$ cat src/verilog/apll_regs.svh
`ifndef APLL_REGS_SVH
`define APLL_REGS_SVH

// byte offsets on the serial management port
`define APLL_OFS_LOOP_FILTER 8'h68
`define APLL_OFS_LOCK_MODE 8'h69
`define APLL_OFS_MANUAL_VCO 8'h6A
`define APLL_OFS_RESERVED 8'h6B

// loop filter register fields
`define APLL_PUMP_MSB 7
`define APLL_PUMP_LSB 5
`define APLL_RES_MSB 4
`define APLL_RES_LSB 3
`define APLL_CAP_MSB 2
`define APLL_CAP_LSB 1
`define APLL_POLE_BIT 0

// lock mode register fields
`define APLL_TDC_OFF_BIT 4
`define APLL_SYNTH_BIT 3
`define APLL_CNT_WIDTH_BIT 1
`define APLL_OVERRIDE_BIT 0

// manual oscillator register fields
`define APLL_VCO_MSB 7
`define APLL_VCO_LSB 5
`define APLL_LOCKVAL_MSB 4
`define APLL_LOCKVAL_LSB 0

// reset values
`define APLL_RST_PUMP 3'h7
`define APLL_RST_RES 2'h1
`define APLL_RST_CAP 2'h3
`define APLL_RST_POLE 1'h0
`define APLL_RST_TDC_OFF 1'h0
`define APLL_RST_SYNTH 1'h0
`define APLL_RST_CNT_WIDTH 1'h1
`define APLL_RST_OVERRIDE 1'h0
`define APLL_RST_VCO 3'h1
`define APLL_RST_LOCKVAL 5'h0B

// oscillator codes at or above this are reserved
`define APLL_VCO_FIRST_RSVD 3'h6
// accumulator widths chosen by the lock count bit
`define APLL_CNT_BITS_WIDE 5'h14
`define APLL_CNT_BITS_NARROW 5'h10

`endif

$ cat src/verilog/apll_pkg.sv
package apll_pkg;
  typedef logic [7:0] apll_byte_t;
  typedef logic [2:0] apll_vco_t;
  typedef logic [4:0] apll_lockval_t;

  typedef struct packed {
    logic [2:0] pump_current_sel;
    logic [1:0] filter_series_res_sel;
    logic [1:0] filter_parallel_cap_sel;
    logic second_pole_sel;
    logic time_converter_off;
    logic crystal_only_synth;
    logic lock_counter_width;
    logic lock_manual_override;
    apll_vco_t manual_oscillator_sel;
    apll_lockval_t manual_lock_value;
  } apll_fields_t;

  typedef struct packed {
    apll_fields_t f;
    apll_byte_t rd_data;
    logic rd_valid;
    apll_vco_t vco_sel;
    apll_lockval_t lock_value;
    logic vco_code_rsvd;
    logic [4:0] lock_count_bits;
  } apll_state_t;
endpackage : apll_pkg

$ cat src/verilog/apll_lock_if.sv
`timescale 1ns/100ps
interface apll_lock_if;
  logic override;
  logic width_sel;
  apll_pkg::apll_vco_t manual_vco;
  apll_pkg::apll_lockval_t manual_value;
  apll_pkg::apll_vco_t auto_vco;
  apll_pkg::apll_lockval_t auto_value;
  apll_pkg::apll_vco_t eff_vco;
  apll_pkg::apll_lockval_t eff_value;
  logic vco_rsvd;
  logic [4:0] count_bits;

  modport bank (
    output override, width_sel, manual_vco, manual_value, auto_vco, auto_value,
    input eff_vco, eff_value, vco_rsvd, count_bits
  );
  modport sel (
    input override, width_sel, manual_vco, manual_value, auto_vco, auto_value,
    output eff_vco, eff_value, vco_rsvd, count_bits
  );
endinterface : apll_lock_if

$ cat src/verilog/apll_lock_sel.sv
`timescale 1ns/100ps
`include "apll_regs.svh"
module apll_lock_sel (
  apll_lock_if.sel lk // lock control values in, applied values out
);
  import apll_pkg::*;

  always_comb begin
    if (lk.override) begin
      lk.eff_vco = lk.manual_vco;
      lk.eff_value = lk.manual_value;
      lk.vco_rsvd = (lk.manual_vco >= `APLL_VCO_FIRST_RSVD);
    end else begin
      lk.eff_vco = lk.auto_vco;
      lk.eff_value = lk.auto_value;
      lk.vco_rsvd = 1'b0;
    end
    lk.count_bits = lk.width_sel ? `APLL_CNT_BITS_NARROW : `APLL_CNT_BITS_WIDE;
  end
endmodule : apll_lock_sel

$ cat src/verilog/apll_ctrl_regs.sv
`timescale 1ns/100ps
`include "apll_regs.svh"
module apll_ctrl_regs #(
  parameter int ADDR_W = 8
) (
  input wire logic clk, // 50 MHz register clock
  input wire logic rst_b, // synchronous reset, active low
  input wire logic [ADDR_W-1:0] reg_addr, // register byte address
  input wire logic reg_wr, // write strobe, one cycle
  input wire apll_pkg::apll_byte_t reg_wdata, // write data
  input wire logic reg_rd, // read strobe, one cycle
  output logic [7:0] reg_rdata, // read data, valid with reg_rvalid
  output logic reg_rvalid, // read data valid pulse
  input wire apll_pkg::apll_vco_t auto_vco_sel, // oscillator chosen by calibration
  input wire apll_pkg::apll_lockval_t auto_lock_value, // lock value chosen by calibration
  output logic [2:0] pump_current_sel, // charge pump current code
  output logic [1:0] filter_series_res_sel, // loop filter series resistor code
  output logic [1:0] filter_parallel_cap_sel, // loop filter parallel capacitor code
  output logic second_pole_sel, // high post resistance when set
  output logic time_converter_off, // converter disabled when set
  output logic crystal_only_synth, // crystal-only synthesis when set
  output logic lock_manual_override, // manual lock mode when set
  output logic [2:0] vco_sel, // oscillator in use
  output logic [4:0] lock_value, // lock control value in use
  output logic vco_code_rsvd, // manual mode is using a reserved oscillator code
  output logic [4:0] lock_count_bits // lock accumulator width in bits
);
  import apll_pkg::*;

  generate
    if (ADDR_W < 7) begin : g_bad_addr
      $error("apll_ctrl_regs: ADDR_W too small for the register offsets");
    end

    // the header places the fields and the package sizes them; the two must agree
    if (`APLL_PUMP_MSB - `APLL_PUMP_LSB != 2) begin : g_bad_pump
      $error("apll_ctrl_regs: pump field position does not match its width");
    end

    if (`APLL_RES_MSB - `APLL_RES_LSB != 1) begin : g_bad_res
      $error("apll_ctrl_regs: resistor field position does not match its width");
    end

    if (`APLL_CAP_MSB - `APLL_CAP_LSB != 1) begin : g_bad_cap
      $error("apll_ctrl_regs: capacitor field position does not match its width");
    end

    if (`APLL_VCO_MSB - `APLL_VCO_LSB != 2) begin : g_bad_vco
      $error("apll_ctrl_regs: oscillator field position does not match its width");
    end

    if (`APLL_LOCKVAL_MSB - `APLL_LOCKVAL_LSB != 4) begin : g_bad_lockval
      $error("apll_ctrl_regs: lock value field position does not match its width");
    end

    if (`APLL_PUMP_MSB > 7 || `APLL_RES_MSB > 7 || `APLL_CAP_MSB > 7 || `APLL_POLE_BIT > 7 ||
        `APLL_TDC_OFF_BIT > 7 || `APLL_SYNTH_BIT > 7 || `APLL_CNT_WIDTH_BIT > 7 ||
        `APLL_OVERRIDE_BIT > 7 || `APLL_VCO_MSB > 7 || `APLL_LOCKVAL_MSB > 7) begin : g_bad_pos
      $error("apll_ctrl_regs: a field lies outside the register byte");
    end

    // a reserved code out of reset would raise the flag as soon as the host selects manual mode
    if (`APLL_RST_VCO >= `APLL_VCO_FIRST_RSVD) begin : g_bad_rst_vco
      $error("apll_ctrl_regs: oscillator reset code falls in the reserved range");
    end
  endgenerate

  apll_state_t s_q;
  apll_state_t s_d;
  apll_fields_t rst_f;
  apll_lock_if lk ();

  logic [7:0] addr8;
  logic addr_upper_clear;

  // only the low byte is decoded, so a set bit above it must steer away from this page
  generate
    if (ADDR_W > 8) begin : g_wide_addr
      assign addr_upper_clear = (reg_addr[ADDR_W-1:8] == '0);
    end else begin : g_byte_addr
      assign addr_upper_clear = 1'b1;
    end
  endgenerate
  // address 8'h00 is unmapped: writes to it are dropped and reads return zero
  assign addr8 = addr_upper_clear ? 8'(reg_addr) : 8'h00;

  always_comb begin
    rst_f.pump_current_sel = `APLL_RST_PUMP;
    rst_f.filter_series_res_sel = `APLL_RST_RES;
    rst_f.filter_parallel_cap_sel = `APLL_RST_CAP;
    rst_f.second_pole_sel = `APLL_RST_POLE;
    rst_f.time_converter_off = `APLL_RST_TDC_OFF;
    rst_f.crystal_only_synth = `APLL_RST_SYNTH;
    rst_f.lock_counter_width = `APLL_RST_CNT_WIDTH;
    rst_f.lock_manual_override = `APLL_RST_OVERRIDE;
    rst_f.manual_oscillator_sel = `APLL_RST_VCO;
    rst_f.manual_lock_value = `APLL_RST_LOCKVAL;
  end

  // field values feed the selector straight from the flops, so its result lands a cycle later
  assign lk.override = s_q.f.lock_manual_override;
  assign lk.width_sel = s_q.f.lock_counter_width;
  assign lk.manual_vco = s_q.f.manual_oscillator_sel;
  assign lk.manual_value = s_q.f.manual_lock_value;
  assign lk.auto_vco = auto_vco_sel;
  assign lk.auto_value = auto_lock_value;

  apll_lock_sel u_lock_sel (
    .lk(lk.sel)
  );

  // read-back images use the same field positions as the write decode
  apll_byte_t img_loop;
  apll_byte_t img_mode;
  apll_byte_t img_vco;

  always_comb begin
    img_loop = 8'h00;
    img_loop[`APLL_PUMP_MSB:`APLL_PUMP_LSB] = s_q.f.pump_current_sel;
    img_loop[`APLL_RES_MSB:`APLL_RES_LSB] = s_q.f.filter_series_res_sel;
    img_loop[`APLL_CAP_MSB:`APLL_CAP_LSB] = s_q.f.filter_parallel_cap_sel;
    img_loop[`APLL_POLE_BIT] = s_q.f.second_pole_sel;
  end

  always_comb begin
    // reserved positions of the mode byte are not stored and read as zero
    img_mode = 8'h00;
    img_mode[`APLL_TDC_OFF_BIT] = s_q.f.time_converter_off;
    img_mode[`APLL_SYNTH_BIT] = s_q.f.crystal_only_synth;
    img_mode[`APLL_CNT_WIDTH_BIT] = s_q.f.lock_counter_width;
    img_mode[`APLL_OVERRIDE_BIT] = s_q.f.lock_manual_override;
  end

  always_comb begin
    // reserved oscillator codes read back exactly as written
    img_vco = 8'h00;
    img_vco[`APLL_VCO_MSB:`APLL_VCO_LSB] = s_q.f.manual_oscillator_sel;
    img_vco[`APLL_LOCKVAL_MSB:`APLL_LOCKVAL_LSB] = s_q.f.manual_lock_value;
  end

  always_comb begin
    s_d = s_q;
    s_d.rd_valid = 1'b0;
    if (reg_wr) begin
      if (addr8 == `APLL_OFS_LOOP_FILTER) begin
        s_d.f.pump_current_sel = reg_wdata[`APLL_PUMP_MSB:`APLL_PUMP_LSB];
        s_d.f.filter_series_res_sel = reg_wdata[`APLL_RES_MSB:`APLL_RES_LSB];
        s_d.f.filter_parallel_cap_sel = reg_wdata[`APLL_CAP_MSB:`APLL_CAP_LSB];
        s_d.f.second_pole_sel = reg_wdata[`APLL_POLE_BIT];
      end else if (addr8 == `APLL_OFS_LOCK_MODE) begin
        // reserved positions are not stored; the host is expected to write them as zero
        s_d.f.time_converter_off = reg_wdata[`APLL_TDC_OFF_BIT];
        s_d.f.crystal_only_synth = reg_wdata[`APLL_SYNTH_BIT];
        s_d.f.lock_counter_width = reg_wdata[`APLL_CNT_WIDTH_BIT];
        s_d.f.lock_manual_override = reg_wdata[`APLL_OVERRIDE_BIT];
      end else if (addr8 == `APLL_OFS_MANUAL_VCO) begin
        // reserved oscillator codes are kept as written and flagged while in manual mode, not clamped
        s_d.f.manual_oscillator_sel = reg_wdata[`APLL_VCO_MSB:`APLL_VCO_LSB];
        s_d.f.manual_lock_value = reg_wdata[`APLL_LOCKVAL_MSB:`APLL_LOCKVAL_LSB];
      end
    end
    if (reg_rd) begin
      s_d.rd_valid = 1'b1;
      s_d.rd_data = 8'h00;
      if (addr8 == `APLL_OFS_LOOP_FILTER) begin
        s_d.rd_data = img_loop;
      end else if (addr8 == `APLL_OFS_LOCK_MODE) begin
        s_d.rd_data = img_mode;
      end else if (addr8 == `APLL_OFS_MANUAL_VCO) begin
        s_d.rd_data = img_vco;
      end else if (addr8 == `APLL_OFS_RESERVED) begin
        // the whole byte is reserved; zero is returned rather than anything undefined
        s_d.rd_data = 8'h00;
      end
    end
    s_d.vco_sel = lk.eff_vco;
    s_d.lock_value = lk.eff_value;
    s_d.vco_code_rsvd = lk.vco_rsvd;
    s_d.lock_count_bits = lk.count_bits;
    if (!rst_b) begin
      s_d.f = rst_f;
      s_d.rd_data = 8'h00;
      s_d.rd_valid = 1'b0;
      s_d.vco_sel = auto_vco_sel;
      s_d.lock_value = auto_lock_value;
      s_d.vco_code_rsvd = 1'b0;
      s_d.lock_count_bits = `APLL_RST_CNT_WIDTH ? `APLL_CNT_BITS_NARROW : `APLL_CNT_BITS_WIDE;
    end
  end

  always_ff @(posedge clk) begin
    s_q <= s_d;
  end

  assign reg_rdata = s_q.rd_data;
  assign reg_rvalid = s_q.rd_valid;
  assign pump_current_sel = s_q.f.pump_current_sel;
  assign filter_series_res_sel = s_q.f.filter_series_res_sel;
  assign filter_parallel_cap_sel = s_q.f.filter_parallel_cap_sel;
  assign second_pole_sel = s_q.f.second_pole_sel;
  assign time_converter_off = s_q.f.time_converter_off;
  assign crystal_only_synth = s_q.f.crystal_only_synth;
  assign lock_manual_override = s_q.f.lock_manual_override;
  assign vco_sel = s_q.vco_sel;
  assign lock_value = s_q.lock_value;
  assign vco_code_rsvd = s_q.vco_code_rsvd;
  assign lock_count_bits = s_q.lock_count_bits;
endmodule : apll_ctrl_regs

$ cat config.mk
export PLATFORM = sky130hd
export DESIGN_NAME = apll_ctrl_regs
export DESIGN_NICKNAME = d
export VERILOG_FILES = /design/src/verilog/apll_pkg.sv /design/src/verilog/apll_lock_if.sv /design/src/verilog/apll_lock_sel.sv /design/src/verilog/apll_ctrl_regs.sv
export VERILOG_INCLUDE_DIRS = /design/src /design/src/verilog
export SDC_FILE = /design/constraint.sdc
export NUM_CORES = 1
export LEC_CHECK = 0
export BUFFER_PORTS_ARGS = -buffer_cell sky130_fd_sc_hd__buf_2
export CORE_UTILIZATION = 30
export DETAILED_ROUTE_END_ITERATION = 6
export MAX_ROUTING_LAYER = met4
export SLEW_MARGIN = 20
export SYNTH_ARGS = -nofsm -noshare
export SYNTH_HDL_FRONTEND = slang
export SYNTH_SLANG_ARGS = --single-unit
$ cat constraint.sdc
create_clock -name clk -period 3.7 [get_ports clk]
set_clock_uncertainty 0.2 [all_clocks]
set_input_delay 0.74 -clock clk [delete_from_list [all_inputs] [get_ports clk]]
set_output_delay 0.74 -clock clk [all_outputs]
set_load 0.05 [all_outputs]
=== Word level (Yosys, flattened, before mapping) ===
Index checks and enable logic that the tools add are counted.

* Flip-flop bits (word level): 43
* Output and inout port bits: 34
* Logic and storage cells: 35

* Order comparisons: 1
* Eq/ne operators: 3
* Mux-type cells: 9
* Bitwise gates (word level): 2
* Reduce and logical (&&, ||, !) cells: 4

{| class="wikitable"
|+ Operators with widths
! kind !! count
|-
| $eq A8 B7 Y1 const B || 3
|-
| $mux W8 || 3
|-
| $mux W14 || 1
|-
| $mux W3 || 2
|-
| $mux W5 || 1
|-
| $reduce_and A2 Y1 || 2
|-
| $reduce_and A4 Y1 || 1
|-
| $ge A3 B3 Y1 const B || 1
|-
| $reduce_and A3 Y1 || 1
|-
| $mux W1 || 2
|-
| $not A1 Y1 || 2
|}

=== Logic depth before layout (Yosys ltp) ===
* Depth after elaboration: 4
* Gate-level depth with buffers: 4
* Mapped depth without buffers: 3

=== Modules after synthesis ===
Synthesis repeated with hierarchy kept, for this count alone.

* Cell total of the unflattened synthesis: 193
* Area, all modules: 1,960.6 µm²

{| class="wikitable"
|+ By module, submodules not included
! module !! times used !! cells an instance !! area each (µm²) !! seq. area each (µm²)
|-
| apll_ctrl_regs || 1 || 176 || 1,780.5 || 860.8
|-
| apll_lock_sel || 1 || 17 || 180.2 || 0.0
|}

=== Worst setup path after synthesis ===
OpenSTA, ideal clock, no wires.

* Kind: input -> register
* Start point: input reg_addr[4]
* End point: register s_q (netlist bit lk.manual_value[4])
* Setup time: 0.072 ns
* Arrival: 1.595 ns
* Required time: 3.428 ns
* Setup slack: 1.834 ns
* Stages on the path: 4
* Buffers on the path: 1
* Cell sequence: and4bb_4 > and4_4 > buf_12 > mux2i_1

* Cells in the longest elaborated chain, start to end: 3
* Elaborated cells between the ends (all ways): 6
* Classes of those cells: 3 x eq/ne; 2 x bitwise; 1 x reduce/logical

{| class="wikitable"
|+ RTL lines
! what !! line !! text
|-
| start, declared || apll_ctrl_regs.sv:8 || <nowiki>input wire logic [ADDR_W-1:0] reg_addr,</nowiki>
|-
| $eq A8 B7 Y1 (no line) || n/a ||
|-
| $not A1 Y1 (no line) || n/a ||
|-
| $reduce_and A4 Y1 (no line) * || n/a ||
|-
| end signal, assigned || apll_ctrl_regs.sv:192 || <nowiki>s_q <= s_d;</nowiki>
|-
| end, declared || apll_ctrl_regs.sv:68 || <nowiki>apll_state_t s_q;</nowiki>
|}

Every way passes the cells marked *; elsewhere a longest branch is shown, timed or not.
A chain may end at the register's enable or synchronous reset.

=== Worst setup path after layout ===
* Start point: register s_q (netlist bit filter_series_res_sel[1])
* End point: output filter_series_res_sel[1]

{| class="wikitable"
|+ RTL lines
! what !! line !! text
|-
| end, declared || apll_ctrl_regs.sv:17 || <nowiki>output logic [1:0] filter_series_res_sel,</nowiki>
|}

No word-level cell between the ends.

==> impl_metrics.toml <==
[outcome]
status = "complete, no violations"

[synth]
yosys.area_share.simple = 0.270
synthAdderAreaFrac = 0
yosysWarnings = 0
async_flop_share = 0
yosysMostFrequentCell = "dfxtp_1"
ys_top_cells_by_area = "dfxtp_1 (41%), mux2i_1 (11%), nor2b_1 (8.6%)"
synthXorXnorAreaFrac = 0
yosys-mux-area-fraction = 0.178
ys.flop_type = "dfxtp_1"
synth_compound_area_frac = 0.0756
avgSynthCellArea_um2 = 11.1
synth_top_cell_by_area = "dfxtp_1"
synth_top_family_by_area = "simple AND/OR/NAND/NOR gates"
synth_edf_count = 0
synth_top_area_share = 0.414
synth_commonest_cells = "dfxtp_1 (39), nor2b_1 (26), mux2i_1 (20)"
ys_types = 28
synth_area_um2 = 1890
synth_cells = 170
ys_ff_latch = 39
ys_seq_area_frac = 0.414

[timing]
maxSlewViolCount = 0
max_freq_mhz = 521
period_needed_ps = 1920
fin_crit_sh = 0.519
finalHoldViolations = 0
rsz0062_at_grt = "false"
tns_ps = 0
finalSetupViolations = 0
hold_slack_ps = 248

[floorplan]
num_io_pins = 62
initial_core_util = 0.315
num_rows = 28
die_area_um2 = 6610
core_um2 = 5990
die_y_um = 81.3
die_w_um = 81.3

[setup_path]
path_delay_family = "flip-flops"
path_class = "reg -> out"
startpoint = "filter_series_res_sel[1]$_SDFFE_PN0P_"
path_cells = "buf_2"
slowest_stage = "dfxtp_1"
path_buf_inv = 1
startpoint_type = "flop"
r2r-start = "lock_manual_override$_SDFFE_PN0P_"
critPathRequiredTime_ps = 2760
slowest_delay_ps = 400
cp_max_fo = 3
end_kind = "output pin"
critPathArrivalTime_ps = 980

[routing]
avgViaCountPerCell = 4.54
vias = 1354
first_pass_iters = 4
postRouteAntennaNets = 0
remaining_drc_errors = 0
wire_per_inst_um = 13.7
first_iter_violations = 69
wl_um = 4070

[placed_design]
gp_congestion = 0.731
dp_hpwl_um = 3110
place_inst = 290
io_buffers = 57
placedInstanceArea_um2 = 2170

[power_and_ir_drop]
combPwrFrac = 0.123
power_per_cell_area_nw_per_um2 = 356
total_power_uw = 804
leakage_uw = 0.000901
clockPowerShare = 0.346
switchingPower_uw = 211
intPower_uw = 592
power.share.switching = 0.263
irDropWorstVdd_v = 0.000146
p_seq_frac = 0.531

[hold_path]
hold_path_class = "reg -> reg"
hold_start = "lk.width_sel$_SDFFE_PN1P_"

[layout]
antenna_cells = 0
syn_to_final_growth_pct = 19.6
final_layout_size_suffix_gt1_frac = 0.408
layout.nets = 250
fin_cells = 298
design_area_um2 = 2250

[clocking]
numCtsBuffers = 5
cts_setup_buffers = 0
htreeDepth = 2
ctsHoldBuffers = 0
cts.reportedPaths.clkPinSlew_ps = 80
insertion_delay_ps = 290
cts_buffer_depth = 2
ctsResizeCount = 0
cts_tree = "built"
root_buffer = "clkbuf_8"
cts.sinks = 39

[grt]
antenna_found_initial = 0
grt_max_degree = 43
grt_pass1_vias = 1254
grt_overflow = 0
grt_pass1_wl_um = 6330
grtUsageTotal = 0.136

[flow_run]
drv_cap = 0
-- per-layer routing --
layer	share of wire	up-vias	GRT usage
li1	-	684	-
met1	0.46	620	0.166
met2	0.46	41	0.210
met3	0.055	9	0.0360
met4	0.018	0	0.0554
met5	0	-	-
-- worst paths after layout --
check / end / slack (ps) / cells past startpoint
worst max-delay path: filter_series_res_sel[1] / 1780 / 1
worst min-delay path: lock_count_bits[2]$_SDFF_PN0_ / 250 / 1
worst max register to register: lock_value[3]$_DFF_P_ / 2310 / 2
worst min register to register: lock_count_bits[2]$_SDFF_PN0_ / 250 / 1
-- cells in the final DEF, fill, tap and decap left out --
cell	n
buf_2	57
dfxtp_1	39
nor2b_1	26
mux2i_1	20
nand2_1	16
mux2_2	12
nand2b_1	9
clkbuf_8	5
nand4_1	4
a21boi_0	4
nand2b_4	4
a32o_1	4
conb_1	4
a2111oi_2	3
and4bb_4	1
nor3b_4	1
and4_4	1
and4b_1	1
nand4bb_4	1
nand3b_1	1
nor3_4	1
and2_1	1
nor2_1	1
nor4b_4	1
a2111oi_4	1
nand4b_1	1
clkbuf_1	1
clkinv_2	1
clkinvlp_4	1
buf_4	1
-- kinds of logic after synthesis --
group / after synthesis
buf+inv: 15
mux: 32
flops: 39
compound gates: 12
other cells: 2
simple gates: 70
-- power by group through the flow --
| stage | Combinational [uW] | Sequential, uW | Clock [uW] |
|---|---|---|---|
| 6_report | 98.7 | 426 | 278 |
| 5_1_grt | 105 | 427 | 308 |
| 4_1_cts | 99.5 | 426 | 289 |
| 3_5_place_dp | 99.3 | 436 | 0 |
| 3_3_place_gp | 98.5 | 436 | 0 |
| 2_1_floorplan | 54.3 | 456 | 0 |
-- registers in the layout, indices dropped and copies added (netlist names) --
name	count
reg_rvalid	1
lk.manual_vco	3
lk.width_sel	1
filter_parallel_cap_sel	2
lock_count_bits	1
lock_manual_override	1
lk.manual_value	5
vco_code_rsvd	1
lock_value	5
filter_series_res_sel	2
pump_current_sel	3
reg_rdata	8
time_converter_off	1
vco_sel	3
crystal_only_synth	1
second_pole_sel	1
-- through the flow --
| step | util | setup slack (ps) |
|---|---|---|
| detailed placement | 0.362 | 1480 |
| floorplan | - | 1830 |
| global placement | 0.362 | 1520 |
| CTS | 0.376 | 1760 |
| finish | 0.376 | 1780 |
| global route | 0.376 | 1710 |
-- area by class of cell --
type / instances / area, um2
clock inverter: 2 / 12.5
fill: 618 / 3740
timing repair buffer: 58 / 293
tap: 75 / 93.8
sequential: 39 / 781
clock buffer: 6 / 72.6
multi-input combinational: 118 / 1000
Note: power is estimated with default switching activity, not from simulation.
